===== src/hdl/ascr_defs.svh =====
`ifndef ASCR_DEFS_SVH
`define ASCR_DEFS_SVH

// Register byte offsets
`define ASCR_OFF_CTRL 12'h000
`define ASCR_OFF_STATUS 12'h004
`define ASCR_OFF_MASK 12'h008
`define ASCR_OFF_RES_LO 12'h00C
`define ASCR_OFF_RES_HI 12'h010

// Control register fields
`define ASCR_CTRL_ENABLE 0
`define ASCR_CTRL_START 1
`define ASCR_CTRL_DIFF 2
`define ASCR_CTRL_LEFT 3
`define ASCR_CTRL_FREE 4
`define ASCR_CTRL_W 5

// Status and mask fields
`define ASCR_ST_DONE 0
`define ASCR_ST_SLEEPCONV 1
`define ASCR_ST_W 2

// Reset values
`define ASCR_CTRL_RST 5'h00
`define ASCR_ST_RST 2'h0
`define ASCR_RES_RST 10'h000

// Timing in converter clock cycles
`define ASCR_PRESCALE 2
`define ASCR_CONV_CYCLES 13
`define ASCR_FIRST_CONV_CYCLES 25

// Result code limits
`define ASCR_SE_MAX 12'sh3FF
`define ASCR_DIFF_MAX 12'sh1FF
`define ASCR_DIFF_MIN -12'sh200

`endif


===== src/hdl/ascr_pkg.sv =====
package ascr_pkg;
  typedef enum logic [1:0] {
    ASCR_ST_IDLE = 2'b00,
    ASCR_ST_CONV = 2'b01
  } ascr_state_e;

  typedef enum logic [2:0] {
    ASCR_SLP_IDLE = 3'b000,
    ASCR_SLP_NOISE = 3'b001,
    ASCR_SLP_POWERDOWN = 3'b010,
    ASCR_SLP_POWERSAVE = 3'b011,
    ASCR_SLP_STANDBY = 3'b110,
    ASCR_SLP_EXTSTANDBY = 3'b111
  } ascr_sleep_e;
endpackage


===== src/hdl/ascr_sleep_conv.sv =====
// Contract
// - Entering noise-reduction or idle sleep with the converter armed starts one conversion once the CPU halts.
// - With no other wake source the completion interrupt wakes the CPU for its service routine.
// - If another interrupt wakes the CPU first, the completion request is still posted when conversion ends.
// - Other sleep modes leave the converter enable untouched.
// - The result sits in the low and high result bytes, valid once the done flag is high.
// - Single-ended results are unsigned codes from 0x000 to 0x3FF.
// - Differential results are ten-bit two's complement codes from 0x200 to 0x1FF.
// - In differential mode bit nine is the sign, one for a negative difference.
// - Differential codes clamp at 0x1FF and 0x200, with one step below zero reading 0x3FF.
// - Left alignment puts the upper eight result bits in the high byte, otherwise bits nine and eight go there.
// - Changing left alignment alters the presented result at once, whatever the converter is doing.
`timescale 1ns/100ps
`default_nettype none
`include "ascr_defs.svh"

module ascr_sleep_conv
  import ascr_pkg::*;
(
  input wire logic pclk,
  input wire logic presetn,
  input wire logic psel,
  input wire logic penable,
  input wire logic pwrite,
  input wire logic [11:0] paddr,
  input wire logic [31:0] pwdata,
  input wire logic [3:0] pstrb,
  output logic [31:0] prdata,
  output logic pready,
  output logic pslverr,
  input wire logic cpu_halted,
  input wire logic [2:0] sleep_mode,
  input wire logic signed [11:0] analog_code,
  output logic converter_enable,
  output logic conv_busy,
  output logic irq
);

  localparam int CONV_LEN = `ASCR_CONV_CYCLES * `ASCR_PRESCALE;
  localparam int FIRST_LEN = `ASCR_FIRST_CONV_CYCLES * `ASCR_PRESCALE;

  logic [`ASCR_CTRL_W-1:0] ctrl_reg;
  logic [`ASCR_ST_W-1:0] status_reg;
  logic [`ASCR_ST_W-1:0] mask_reg;
  logic [9:0] result_reg;
  logic [9:0] result_next;
  logic [31:0] prdata_reg;
  logic [31:0] rdata_next;
  logic [5:0] count_reg;
  logic first_pending_reg;
  logic halted_q_reg;
  logic sleep_start_reg;
  ascr_state_e state_reg;
  logic wr_en;
  logic rd_setup;
  logic mapped;
  logic conv_end;
  logic sw_start;
  logic halt_rise;
  logic sleep_arm;
  logic [7:0] result_low_byte;
  logic [7:0] result_high_byte;

  // Access phase completes in one cycle, so pready is constant high
  assign pready = 1'b1;
  assign wr_en = psel && penable && pwrite && pstrb[0];
  assign rd_setup = psel && !penable && !pwrite;
  assign mapped = (paddr == `ASCR_OFF_CTRL) || (paddr == `ASCR_OFF_STATUS) ||
                  (paddr == `ASCR_OFF_MASK) || (paddr == `ASCR_OFF_RES_LO) ||
                  (paddr == `ASCR_OFF_RES_HI);
  assign pslverr = psel && penable && !mapped;
  assign prdata = prdata_reg;

  // Control outputs straight from state
  assign converter_enable = ctrl_reg[`ASCR_CTRL_ENABLE];
  assign conv_busy = (state_reg == ASCR_ST_CONV);
  assign irq = |(status_reg & mask_reg);

  // Edge on the halt input marks the moment the core stops executing
  assign halt_rise = cpu_halted && !halted_q_reg;
  // Sleep start needs enable, idle converter and single-shot mode
  assign sleep_arm = ctrl_reg[`ASCR_CTRL_ENABLE] && (state_reg == ASCR_ST_IDLE) &&
                     !ctrl_reg[`ASCR_CTRL_FREE] &&
                     ((sleep_mode == ASCR_SLP_IDLE) || (sleep_mode == ASCR_SLP_NOISE));
  assign sw_start = wr_en && (paddr == `ASCR_OFF_CTRL) && pwdata[`ASCR_CTRL_START] &&
                    pwdata[`ASCR_CTRL_ENABLE];
  assign conv_end = (state_reg == ASCR_ST_CONV) && (count_reg == 6'h01);

  // Halt input history
  always_ff @(posedge pclk or negedge presetn) begin
    if (!presetn) begin
      halted_q_reg <= 1'b0;
    end else begin
      halted_q_reg <= cpu_halted;
    end
  end

  // Control register; hardware never clears the enable on sleep entry
  always_ff @(posedge pclk or negedge presetn) begin
    if (!presetn) begin
      ctrl_reg <= `ASCR_CTRL_RST;
    end else if (wr_en && (paddr == `ASCR_OFF_CTRL)) begin
      ctrl_reg <= pwdata[`ASCR_CTRL_W-1:0] & ~(5'h01 << `ASCR_CTRL_START);
    end
  end

  // Mask register
  always_ff @(posedge pclk or negedge presetn) begin
    if (!presetn) begin
      mask_reg <= `ASCR_ST_RST;
    end else if (wr_en && (paddr == `ASCR_OFF_MASK)) begin
      mask_reg <= pwdata[`ASCR_ST_W-1:0];
    end
  end

  // Extended first conversion after each enable, since the analog front end needs settling
  always_ff @(posedge pclk or negedge presetn) begin
    if (!presetn) begin
      first_pending_reg <= 1'b1;
    end else if (!ctrl_reg[`ASCR_CTRL_ENABLE]) begin
      first_pending_reg <= 1'b1;
    end else if (state_reg == ASCR_ST_CONV) begin
      first_pending_reg <= 1'b0;
    end
  end

  // Conversion sequencer; clearing enable aborts a running conversion
  always_ff @(posedge pclk or negedge presetn) begin
    if (!presetn) begin
      state_reg <= ASCR_ST_IDLE;
      count_reg <= 6'h00;
      sleep_start_reg <= 1'b0;
    end else begin
      case (state_reg)
        ASCR_ST_IDLE: begin
          if (halt_rise && sleep_arm) begin
            state_reg <= ASCR_ST_CONV;
            count_reg <= first_pending_reg ? 6'(FIRST_LEN) : 6'(CONV_LEN);
            sleep_start_reg <= 1'b1;
          end else if (sw_start && (state_reg == ASCR_ST_IDLE)) begin
            state_reg <= ASCR_ST_CONV;
            count_reg <= first_pending_reg ? 6'(FIRST_LEN) : 6'(CONV_LEN);
            sleep_start_reg <= 1'b0;
          end
        end
        ASCR_ST_CONV: begin
          if (!ctrl_reg[`ASCR_CTRL_ENABLE]) begin
            state_reg <= ASCR_ST_IDLE;
            count_reg <= 6'h00;
          end else if (conv_end) begin
            // Free running restarts at once with a normal length
            if (ctrl_reg[`ASCR_CTRL_FREE]) begin
              count_reg <= 6'(CONV_LEN);
            end else begin
              state_reg <= ASCR_ST_IDLE;
              count_reg <= 6'h00;
            end
            sleep_start_reg <= 1'b0;
          end else begin
            count_reg <= count_reg - 6'h01;
          end
        end
        default: begin
          state_reg <= ASCR_ST_IDLE;
          count_reg <= 6'h00;
        end
      endcase
    end
  end

  // Clamp the quantiser output into the code range of the input kind
  always_comb begin
    result_next = result_reg;
    if (ctrl_reg[`ASCR_CTRL_DIFF]) begin
      if (analog_code > `ASCR_DIFF_MAX) begin
        result_next = 10'h1FF;
      end else if (analog_code < `ASCR_DIFF_MIN) begin
        result_next = 10'h200;
      end else begin
        result_next = analog_code[9:0];
      end
    end else begin
      if (analog_code < 12'sh000) begin
        result_next = 10'h000;
      end else if (analog_code > `ASCR_SE_MAX) begin
        result_next = 10'h3FF;
      end else begin
        result_next = analog_code[9:0];
      end
    end
  end

  // Result capture happens in the same cycle the done flag sets
  always_ff @(posedge pclk or negedge presetn) begin
    if (!presetn) begin
      result_reg <= `ASCR_RES_RST;
    end else if (conv_end && ctrl_reg[`ASCR_CTRL_ENABLE]) begin
      result_reg <= result_next;
    end
  end

  // Sticky status; a hardware set beats a same-cycle write-one clear
  always_ff @(posedge pclk or negedge presetn) begin
    if (!presetn) begin
      status_reg <= `ASCR_ST_RST;
    end else begin
      if (wr_en && (paddr == `ASCR_OFF_STATUS)) begin
        status_reg <= status_reg & ~pwdata[`ASCR_ST_W-1:0];
      end
      if (conv_end && ctrl_reg[`ASCR_CTRL_ENABLE]) begin
        status_reg[`ASCR_ST_DONE] <= 1'b1;
        // Only a sleep start sets this bit, so a same-cycle clear still lands otherwise
        if (sleep_start_reg) begin
          status_reg[`ASCR_ST_SLEEPCONV] <= 1'b1;
        end
      end
    end
  end

  // Presentation follows the alignment bit live, not the capture time
  // alignment select
  assign result_high_byte = ctrl_reg[`ASCR_CTRL_LEFT] ? result_reg[9:2] : {6'h00, result_reg[9:8]};
  assign result_low_byte = ctrl_reg[`ASCR_CTRL_LEFT] ? {result_reg[1:0], 6'h00} : result_reg[7:0];

  // Read mux; unmapped addresses read zero
  always_comb begin
    rdata_next = 32'h0000_0000;
    case (paddr)
      `ASCR_OFF_CTRL: rdata_next = {27'h000_0000, ctrl_reg[4:2], conv_busy, ctrl_reg[0]};
      `ASCR_OFF_STATUS: rdata_next = {30'h0000_0000, status_reg};
      `ASCR_OFF_MASK: rdata_next = {30'h0000_0000, mask_reg};
      `ASCR_OFF_RES_LO: rdata_next = {24'h00_0000, result_low_byte};
      `ASCR_OFF_RES_HI: rdata_next = {24'h00_0000, result_high_byte};
      default: rdata_next = 32'h0000_0000;
    endcase
  end

  // Read data is latched in the setup cycle so prdata comes from a flop
  always_ff @(posedge pclk or negedge presetn) begin
    if (!presetn) begin
      prdata_reg <= 32'h0000_0000;
    end else if (rd_setup) begin
      prdata_reg <= rdata_next;
    end
  end
endmodule

`default_nettype wire


===== config.mk =====
export PLATFORM = sky130hd
export DESIGN_NAME = ascr_sleep_conv
export DESIGN_NICKNAME = d
export VERILOG_FILES = /design/src/hdl/ascr_pkg.sv /design/src/hdl/ascr_sleep_conv.sv
export VERILOG_INCLUDE_DIRS = /design/src /design/src/hdl
export SDC_FILE = /design/constraint.sdc
export NUM_CORES = 1
export LEC_CHECK = 0
export ABC_AREA = 1
export BUFFER_PORTS_ARGS = -buffer_cell sky130_fd_sc_hd__buf_2
export CAP_MARGIN = 20
export CORE_MARGIN = 2
export CORE_UTILIZATION = 52
export CTS_CLUSTER_SIZE = 16
export DETAILED_ROUTE_END_ITERATION = 10
export PLACE_DENSITY_LB_ADDON = 0.2
export SYNTH_ARGS = -nofsm -noshare
export SYNTH_HDL_FRONTEND = slang
export SYNTH_SLANG_ARGS = --single-unit

===== constraint.sdc =====
create_clock -name pclk -period 3.2 [get_ports pclk]
set_input_delay 0.16 -clock pclk [delete_from_list [all_inputs] [get_ports pclk]]
set_output_delay 0.16 -clock pclk [all_outputs]
set_load 0.01 [all_outputs]

==> flow_summary.ini, run 1 <==
[power_and_ir_drop]
total_leakage_power_uw = 0.001569
clock_network_fraction_of_design_power_pct = 22.5
sw_frac_of_total_pct = 36.87
power_frac_comb_pct = 32.4
ir_drop_mv = 0.4036
power.density_nw_per_um2 = 540.3
p_sw_uw = 545.4
p_int_uw = 933.8
p_seq_share_pct = 45.1

[floorplan]
floorplan.rows = 24
die_w_um = 72.57
full_die_area_um2 = 5266
num_io_pins = 106
die_y_um = 72.57
initial_utilization_pct = 55.01
core_region_area_um2 = 4444

[logic_synthesis]
yosys.cell_types.count = 38
ys_dominant_reg_cell = dfrtp_1
yosysSeqAreaShare_pct = 36.90
netlist_area_um2 = 2445
synth.yosys.warnings = 0
ys_seq_elements = 36
async_flop_share_pct = 100.0
synthesis.area_per_instance_um2 = 7.212
syn-instance-count = 339
synth_enable_flop_cells = 0

[detailed_routing]
antenna_violating_nets_post_route = 0
wl_per_cell_um = 11.95
detailroute.via_count = 2265
remaining_drc_errors = 0
first_drt_pass_iteration_count = 6
drt-vias-per-instance = 5.113
wl_mm = 5.294
drt_first_iter_violations = 152

[worst_setup_path]
critical_path.endpoint_type = flip-flop
timing.critical_path.fanout_max = 12
worst_setup_path_startpoint = count_reg[1]
arrival_ns = 2.16
crit_required_ns = 3.35
critical_path.reg2reg.startpoint = count_reg[1]
timing.setup.critical_path_class = flip-flop to flip-flop
start_kind = flip-flop

[sta]
rsz0062_at_grt = false
fin_setup_tns_ns = 0
timing.final.max_slew_violations = 0
worst-slew-pin-transition_ns = 0.8231
timing.final.crit_period_ns = 2.015
finalSetupViolations = 0
finalCritPeriodShare_pct = 62.95
post_route_clock_skew_ns = 0.006117
post-route-worst-setup-slack_ns = 1.185
worst_slew_margin_rel_pct = 45.13
final-hold-violation-count = 0
max_freq_mhz = 496.4

[place]
place.port_buffers = 49
rd_place_congestion = 0.8053
hpwl_mm = 4.007
preCtsSetupSlack_ns = 1.196

[global_routing]
via_count_of_the_first_global_routing_pass = 2059
globalRoute.totalOverflow = 0
global_route.usage.total_pct = 21.04
grt_max_degree = 37
grt_pass1_wl_mm = 8.838
antenna_found_initial = 0

[cts]
clk_latency_ns = 0.28
cts_inserted_buffers = 5
tritoncts_num_sinks = 36
clock_tree.htree_level_count = 2
post_cts.repair.setup_buffers = 0
cts.root.buffer_cell = clkbuf_8
clock_tree_buffer_depth = 2
clkSlewWorstSetupHoldPaths_ns = 0.07
tritoncts = done
resized_after_cts = 0

[job]
max-cap-violations = 0

[worst_hold_path]
hold_start = pwdata[2]
min-delay-path-class = input pin to flip-flop

[finish]
number_of_flip_flops_in_the_largest_register = 10
finalCoreUtilization_pct = 61.60
layout_common_cells = 81 x nand2_1, 49 x buf_2, 40 x inv_1, 37 x nand3_1, 35 x dfrtp_1
antennaDiodeCount = 0
commonest_non_fill_non_tap_cell_in_the_layout = nand2_1
areaGrowthSynthToFinish_pct = 11.98
nets = 461
post_route_cells_drive_above_1_share_pct = 19.69
fillerInstances = 412

[outcome]
status = finished clean
power by group through the flow:
stage / clock (uW) / combinational [uW] / sequential [uW]
floorplan: 0 / 398 / 639
detailed placement: 0 / 478 / 672
global placement: 0 / 458 / 671
global route: 357 / 550 / 681
finish: 333 / 480 / 666
CTS: 342 / 480 / 664
final timing paths:
path | depth (start not counted) | slack, ns | end
hold / removal | 3 | 0.07 | ctrl_reg[2]
hold reg to reg | 2 | 0.48 | prdata[3]
setup reg to reg | 9 | 1.19 | result_reg[7]
max in group asynchronous | 2 | 2.17 | prdata[2]
min in group asynchronous | 2 | 0.50 | result_reg[5]
setup / recovery | 9 | 1.19 | result_reg[7]
kinds of logic after synthesis:
logic type                 Yosys count  synth area share [%]
adders and majority gates            2                 1.023
xor gates and xnor gates             2                0.7166
DFF                                 36                 36.90
and+or+nand+nor                    162                 31.53
other                                2                0.3072
AOI/OAI and AO/OA                   61                 14.02
buffers and inverters               74                 15.51
timing repair:
action,4_1_cts,5_1_grt
hold buffers,2,0
endpoints found under the setup margin,0,0
endpoints found under the hold margin,20,0
area by class of cell:
class | instances | area, um^2 | area share, %
inverter | 44 | 165.2 | 6.033
sequential | 36 | 902.1 | 32.95
multi-input combinational | 252 | 1250 | 45.66
clock buffer | 8 | 90.09 | 3.291
tap | 52 | 65.06 | 2.377
timing repair buffer | 51 | 265.3 | 9.689
routing by layer:
metal / wire length [um] / global-route usage, %
met1: 2495 / 28.13
met2: 2425 / 34.44
met3: 307 / 4.144
met4: 65 / 6.790
met5: 0 / 0
critical path, cell delays in order (launching register included):
cell     delay (ns)
dfrtp_1        0.38
inv_1          0.10
ha_1           0.15
nand2_1        0.05
nor2_1         0.10
nand2_2        0.12
nor2_2         0.40
inv_1          0.32
a21oi_1        0.19
a22oi_1        0.08
cell usage after synthesis, drive strengths merged (3+ instances only):
master / n / share of area [%]
a31oi: 3 / 0.77
nor3: 4 / 1.0
a21oi: 15 / 3.1
dfrtp: 35 / 36
nand3: 38 / 8.3
nand4: 3 / 1.0
inv: 43 / 6.6
nor2: 29 / 6.7
nand2: 86 / 14
buf: 29 / 8.6
o21ai: 34 / 7.0
through the flow:
step                area, um^2  hold WS, ns  std cells  power [uW]
floorplan                 2531      -0.1356        362        1037
global placement          2628       0.2843        433        1129
detailed placement        2628       0.2886        433        1149
CTS                       2738      0.06702        443        1487
global route              2738      0.08990        443        1588
finish                    2738      0.07168        443        1479
Power figures use the tool's default switching activity.
==> inputs of run 2 (changes only) <==
--- a/config.mk
+++ b/config.mk
@@ -10,7 +10,7 @@
 export BUFFER_PORTS_ARGS = -buffer_cell sky130_fd_sc_hd__buf_2
 export CAP_MARGIN = 20
 export CORE_MARGIN = 2
-export CORE_UTILIZATION = 52
+export CORE_UTILIZATION = 43
 export CTS_CLUSTER_SIZE = 16
 export DETAILED_ROUTE_END_ITERATION = 10
 export PLACE_DENSITY_LB_ADDON = 0.2
==> constraint.sdc (replaced) <==
create_clock -name pclk -period 1.8 [get_ports pclk]
set_input_delay 0.09 -clock pclk [delete_from_list [all_inputs] [get_ports pclk]]
set_output_delay 0.09 -clock pclk [all_outputs]
set_load 0.01 [all_outputs]
==> run 2 against run 1 <==
Sequential power grew 79%. Register-to-register slack lost 0.98 ns. Combinational power grew 76%. Fmax grew 26%. First-iteration DRC count shrank 22%. Worst hold slack lost 0.046 ns. Largest cell class unchanged. Largest power group unchanged.
==> flow_summary.ini, run 2 (synthesized netlist as in run 1, its figures left out) <==
[worst_setup_path]
critical_path.endpoint_type = flip-flop
crit_required_ns = 1.97
cpMostUsedCell = inv_1
worst-path-stages = 9
cp_num_buf_inv = 2
timing.critical_path.slowest_stage_cell = dfrtp_1
arrival_ns = 1.76
critical_path.cell_chain = inv_1, ha_1, nand2_1, nor2_1, nand2_2, nor2_2, inv_1, a21oi_1, a22oi_1
timing.critical_path.fanout_max = 11
timing.reg2reg.worst_path_depth = 9
start_kind = flip-flop
timing.setup.critical_path_class = flip-flop to flip-flop
cp_slowest_stage_delay_ns = 0.38
path_delay_family = simple AND/OR/NAND/NOR gates

[worst_hold_path]
min-delay-path-class = input pin to flip-flop
holdPathStages = 3

[sta]
timing.final.max_slew_violations = 0
finalCritPeriodShare_pct = 88.59
worst-slew-pin-transition_ns = 0.8078
fin_setup_tns_ns = 0
max_freq_mhz = 627.1
worst_slew_margin_rel_pct = 46.14
timing.final.crit_period_ns = 1.595
post_route_clock_skew_ns = 0.005596
timing.hold.ws_ns = 0.02573
rsz0062_at_grt = false
finalSetupViolations = 0
final-hold-violation-count = 0

[place]
number_of_instances_in_the_placed_design = 458
rd_place_congestion = 0.8145
place.port_buffers = 49
hpwl_mm = 4.112

[finish]
fillerInstances = 581
post_route_cells_drive_above_1_share_pct = 21.11
commonest_non_fill_non_tap_cell_in_the_layout = nand2_1
layout_common_cells = 81 x nand2_1, 49 x buf_2, 40 x inv_1, 37 x nand3_1, 35 x dfrtp_1
number_of_flip_flops_in_the_largest_register = 10
antennaDiodeCount = 0
post_layout_nonfiller_instances = 470
areaGrowthSynthToFinish_pct = 15.46
nets = 468
sequential_cell_area_um2 = 902.1
multiInputGateArea_um2 = 1250

[detailed_routing]
drt_first_iter_violations = 119
detailroute.via_count = 2285
drt-vias-per-instance = 4.862
antenna_violating_nets_post_route = 0
wl_per_cell_um = 11.64
first_drt_pass_iteration_count = 5
remaining_drc_errors = 0
wl_mm = 5.470

[power_and_ir_drop]
p_seq_share_pct = 45.2
p_int_uw = 1662
power.density_nw_per_um2 = 934.4
ir_drop_mv = 0.5142
clock_network_fraction_of_design_power_pct = 22.8
p_sw_uw = 975.2
power_frac_comb_pct = 32.0
total_leakage_power_uw = 0.001609
sw_frac_of_total_pct = 36.97

[global_routing]
antenna_found_initial = 0
grt_pass1_wl_mm = 9.211
grt_max_degree = 37
globalRoute.totalOverflow = 0
via_count_of_the_first_global_routing_pass = 2024
global_route.usage.total_pct = 18.55

[cts]
clkSlewWorstSetupHoldPaths_ns = 0.07
tritoncts_num_sinks = 36
cts.root.buffer_cell = clkbuf_8
clock_tree_buffer_depth = 2
clk_latency_ns = 0.29
resized_after_cts = 0
tritoncts = done
cts_inserted_buffers = 5
clock_tree.htree_level_count = 2

[floorplan]
die_y_um = 79.41
initial_utilization_pct = 44.40
num_io_pins = 106
floorplan.rows = 27
full_die_area_um2 = 6305
core_region_area_um2 = 5507
die_w_um = 79.41

[job]
max-cap-violations = 0

[outcome]
status = finished clean
run 2: cell count changes in the layout (fill, tap and decap cells not counted):
| cell | change |
|---|---|
| dlygate4sd3_1 | +2 |
| clkinv_2 | +2 |
| buf_4 | +5 |
| clkbuf_1 | -2 |
run 2: power by group through the flow:
stage,combinational (uW),clock (uW),sequential [uW]
global placement,826,0,1200
floorplan,707,0,1140
detailed placement,844,0,1200
global route,995,655,1220
CTS,851,622,1190
finish,843,603,1190
run 2: worst paths after layout:
check / startpoint / slack (ns) / endpoint
max: count_reg[1] / 0.21 / result_reg[0]
min: pwdata[3] / 0.03 / ctrl_reg[3]
max reg2reg: count_reg[1] / 0.21 / result_reg[0]
min reg2reg: prdata[2] / 0.47 / prdata[2]
max in group asynchronous: presetn / 0.87 / mask_reg[1]
min in group asynchronous: presetn / 0.42 / count_reg[2]
run 2: per-stage QoR:
stage | worst slack, ns | util, % | total power, uW | cell area, um^2
3_5_place_dp | 0.2174 | 48.85 | 2048 | 2690
2_1_floorplan | 0.3778 | - | 1843 | 2531
4_1_cts | 0.2070 | 51.26 | 2663 | 2823
6_report | 0.2055 | 51.26 | 2638 | 2823
3_3_place_gp | 0.2407 | 48.85 | 2022 | 2690
5_1_grt | 0.04134 | 51.26 | 2865 | 2823
run 2: worst register-to-register path, stage by stage, from the launching register on:
cell,delay (ns)
dfrtp_1,0.38
inv_1,0.09
ha_1,0.15
nand2_1,0.05
nor2_1,0.11
nand2_2,0.12
nor2_2,0.11
inv_1,0.19
a21oi_1,0.18
a22oi_1,0.08
run 2: cell type report:
type	count	area share (%)
inverters	44	5.851
clock inverters	2	0.3546
clock buffers	6	2.926
repair buffers	58	11.44
multi-input cells	252	44.28
well taps	72	3.191
flip-flops and latches	36	31.96
run 2: what timing repair did:
item / in CTS / in global routing
hold endpoints to repair: 38 / 0
hold buffers: 4 / 0
setup buffers: 0 / 0
run 2: routing by layer:
metal	track usage (%)	part of all wire, %
met1	25.32	48
met2	28.98	45
met3	4.186	6.1
met4	6.552	1.5
met5	0	0
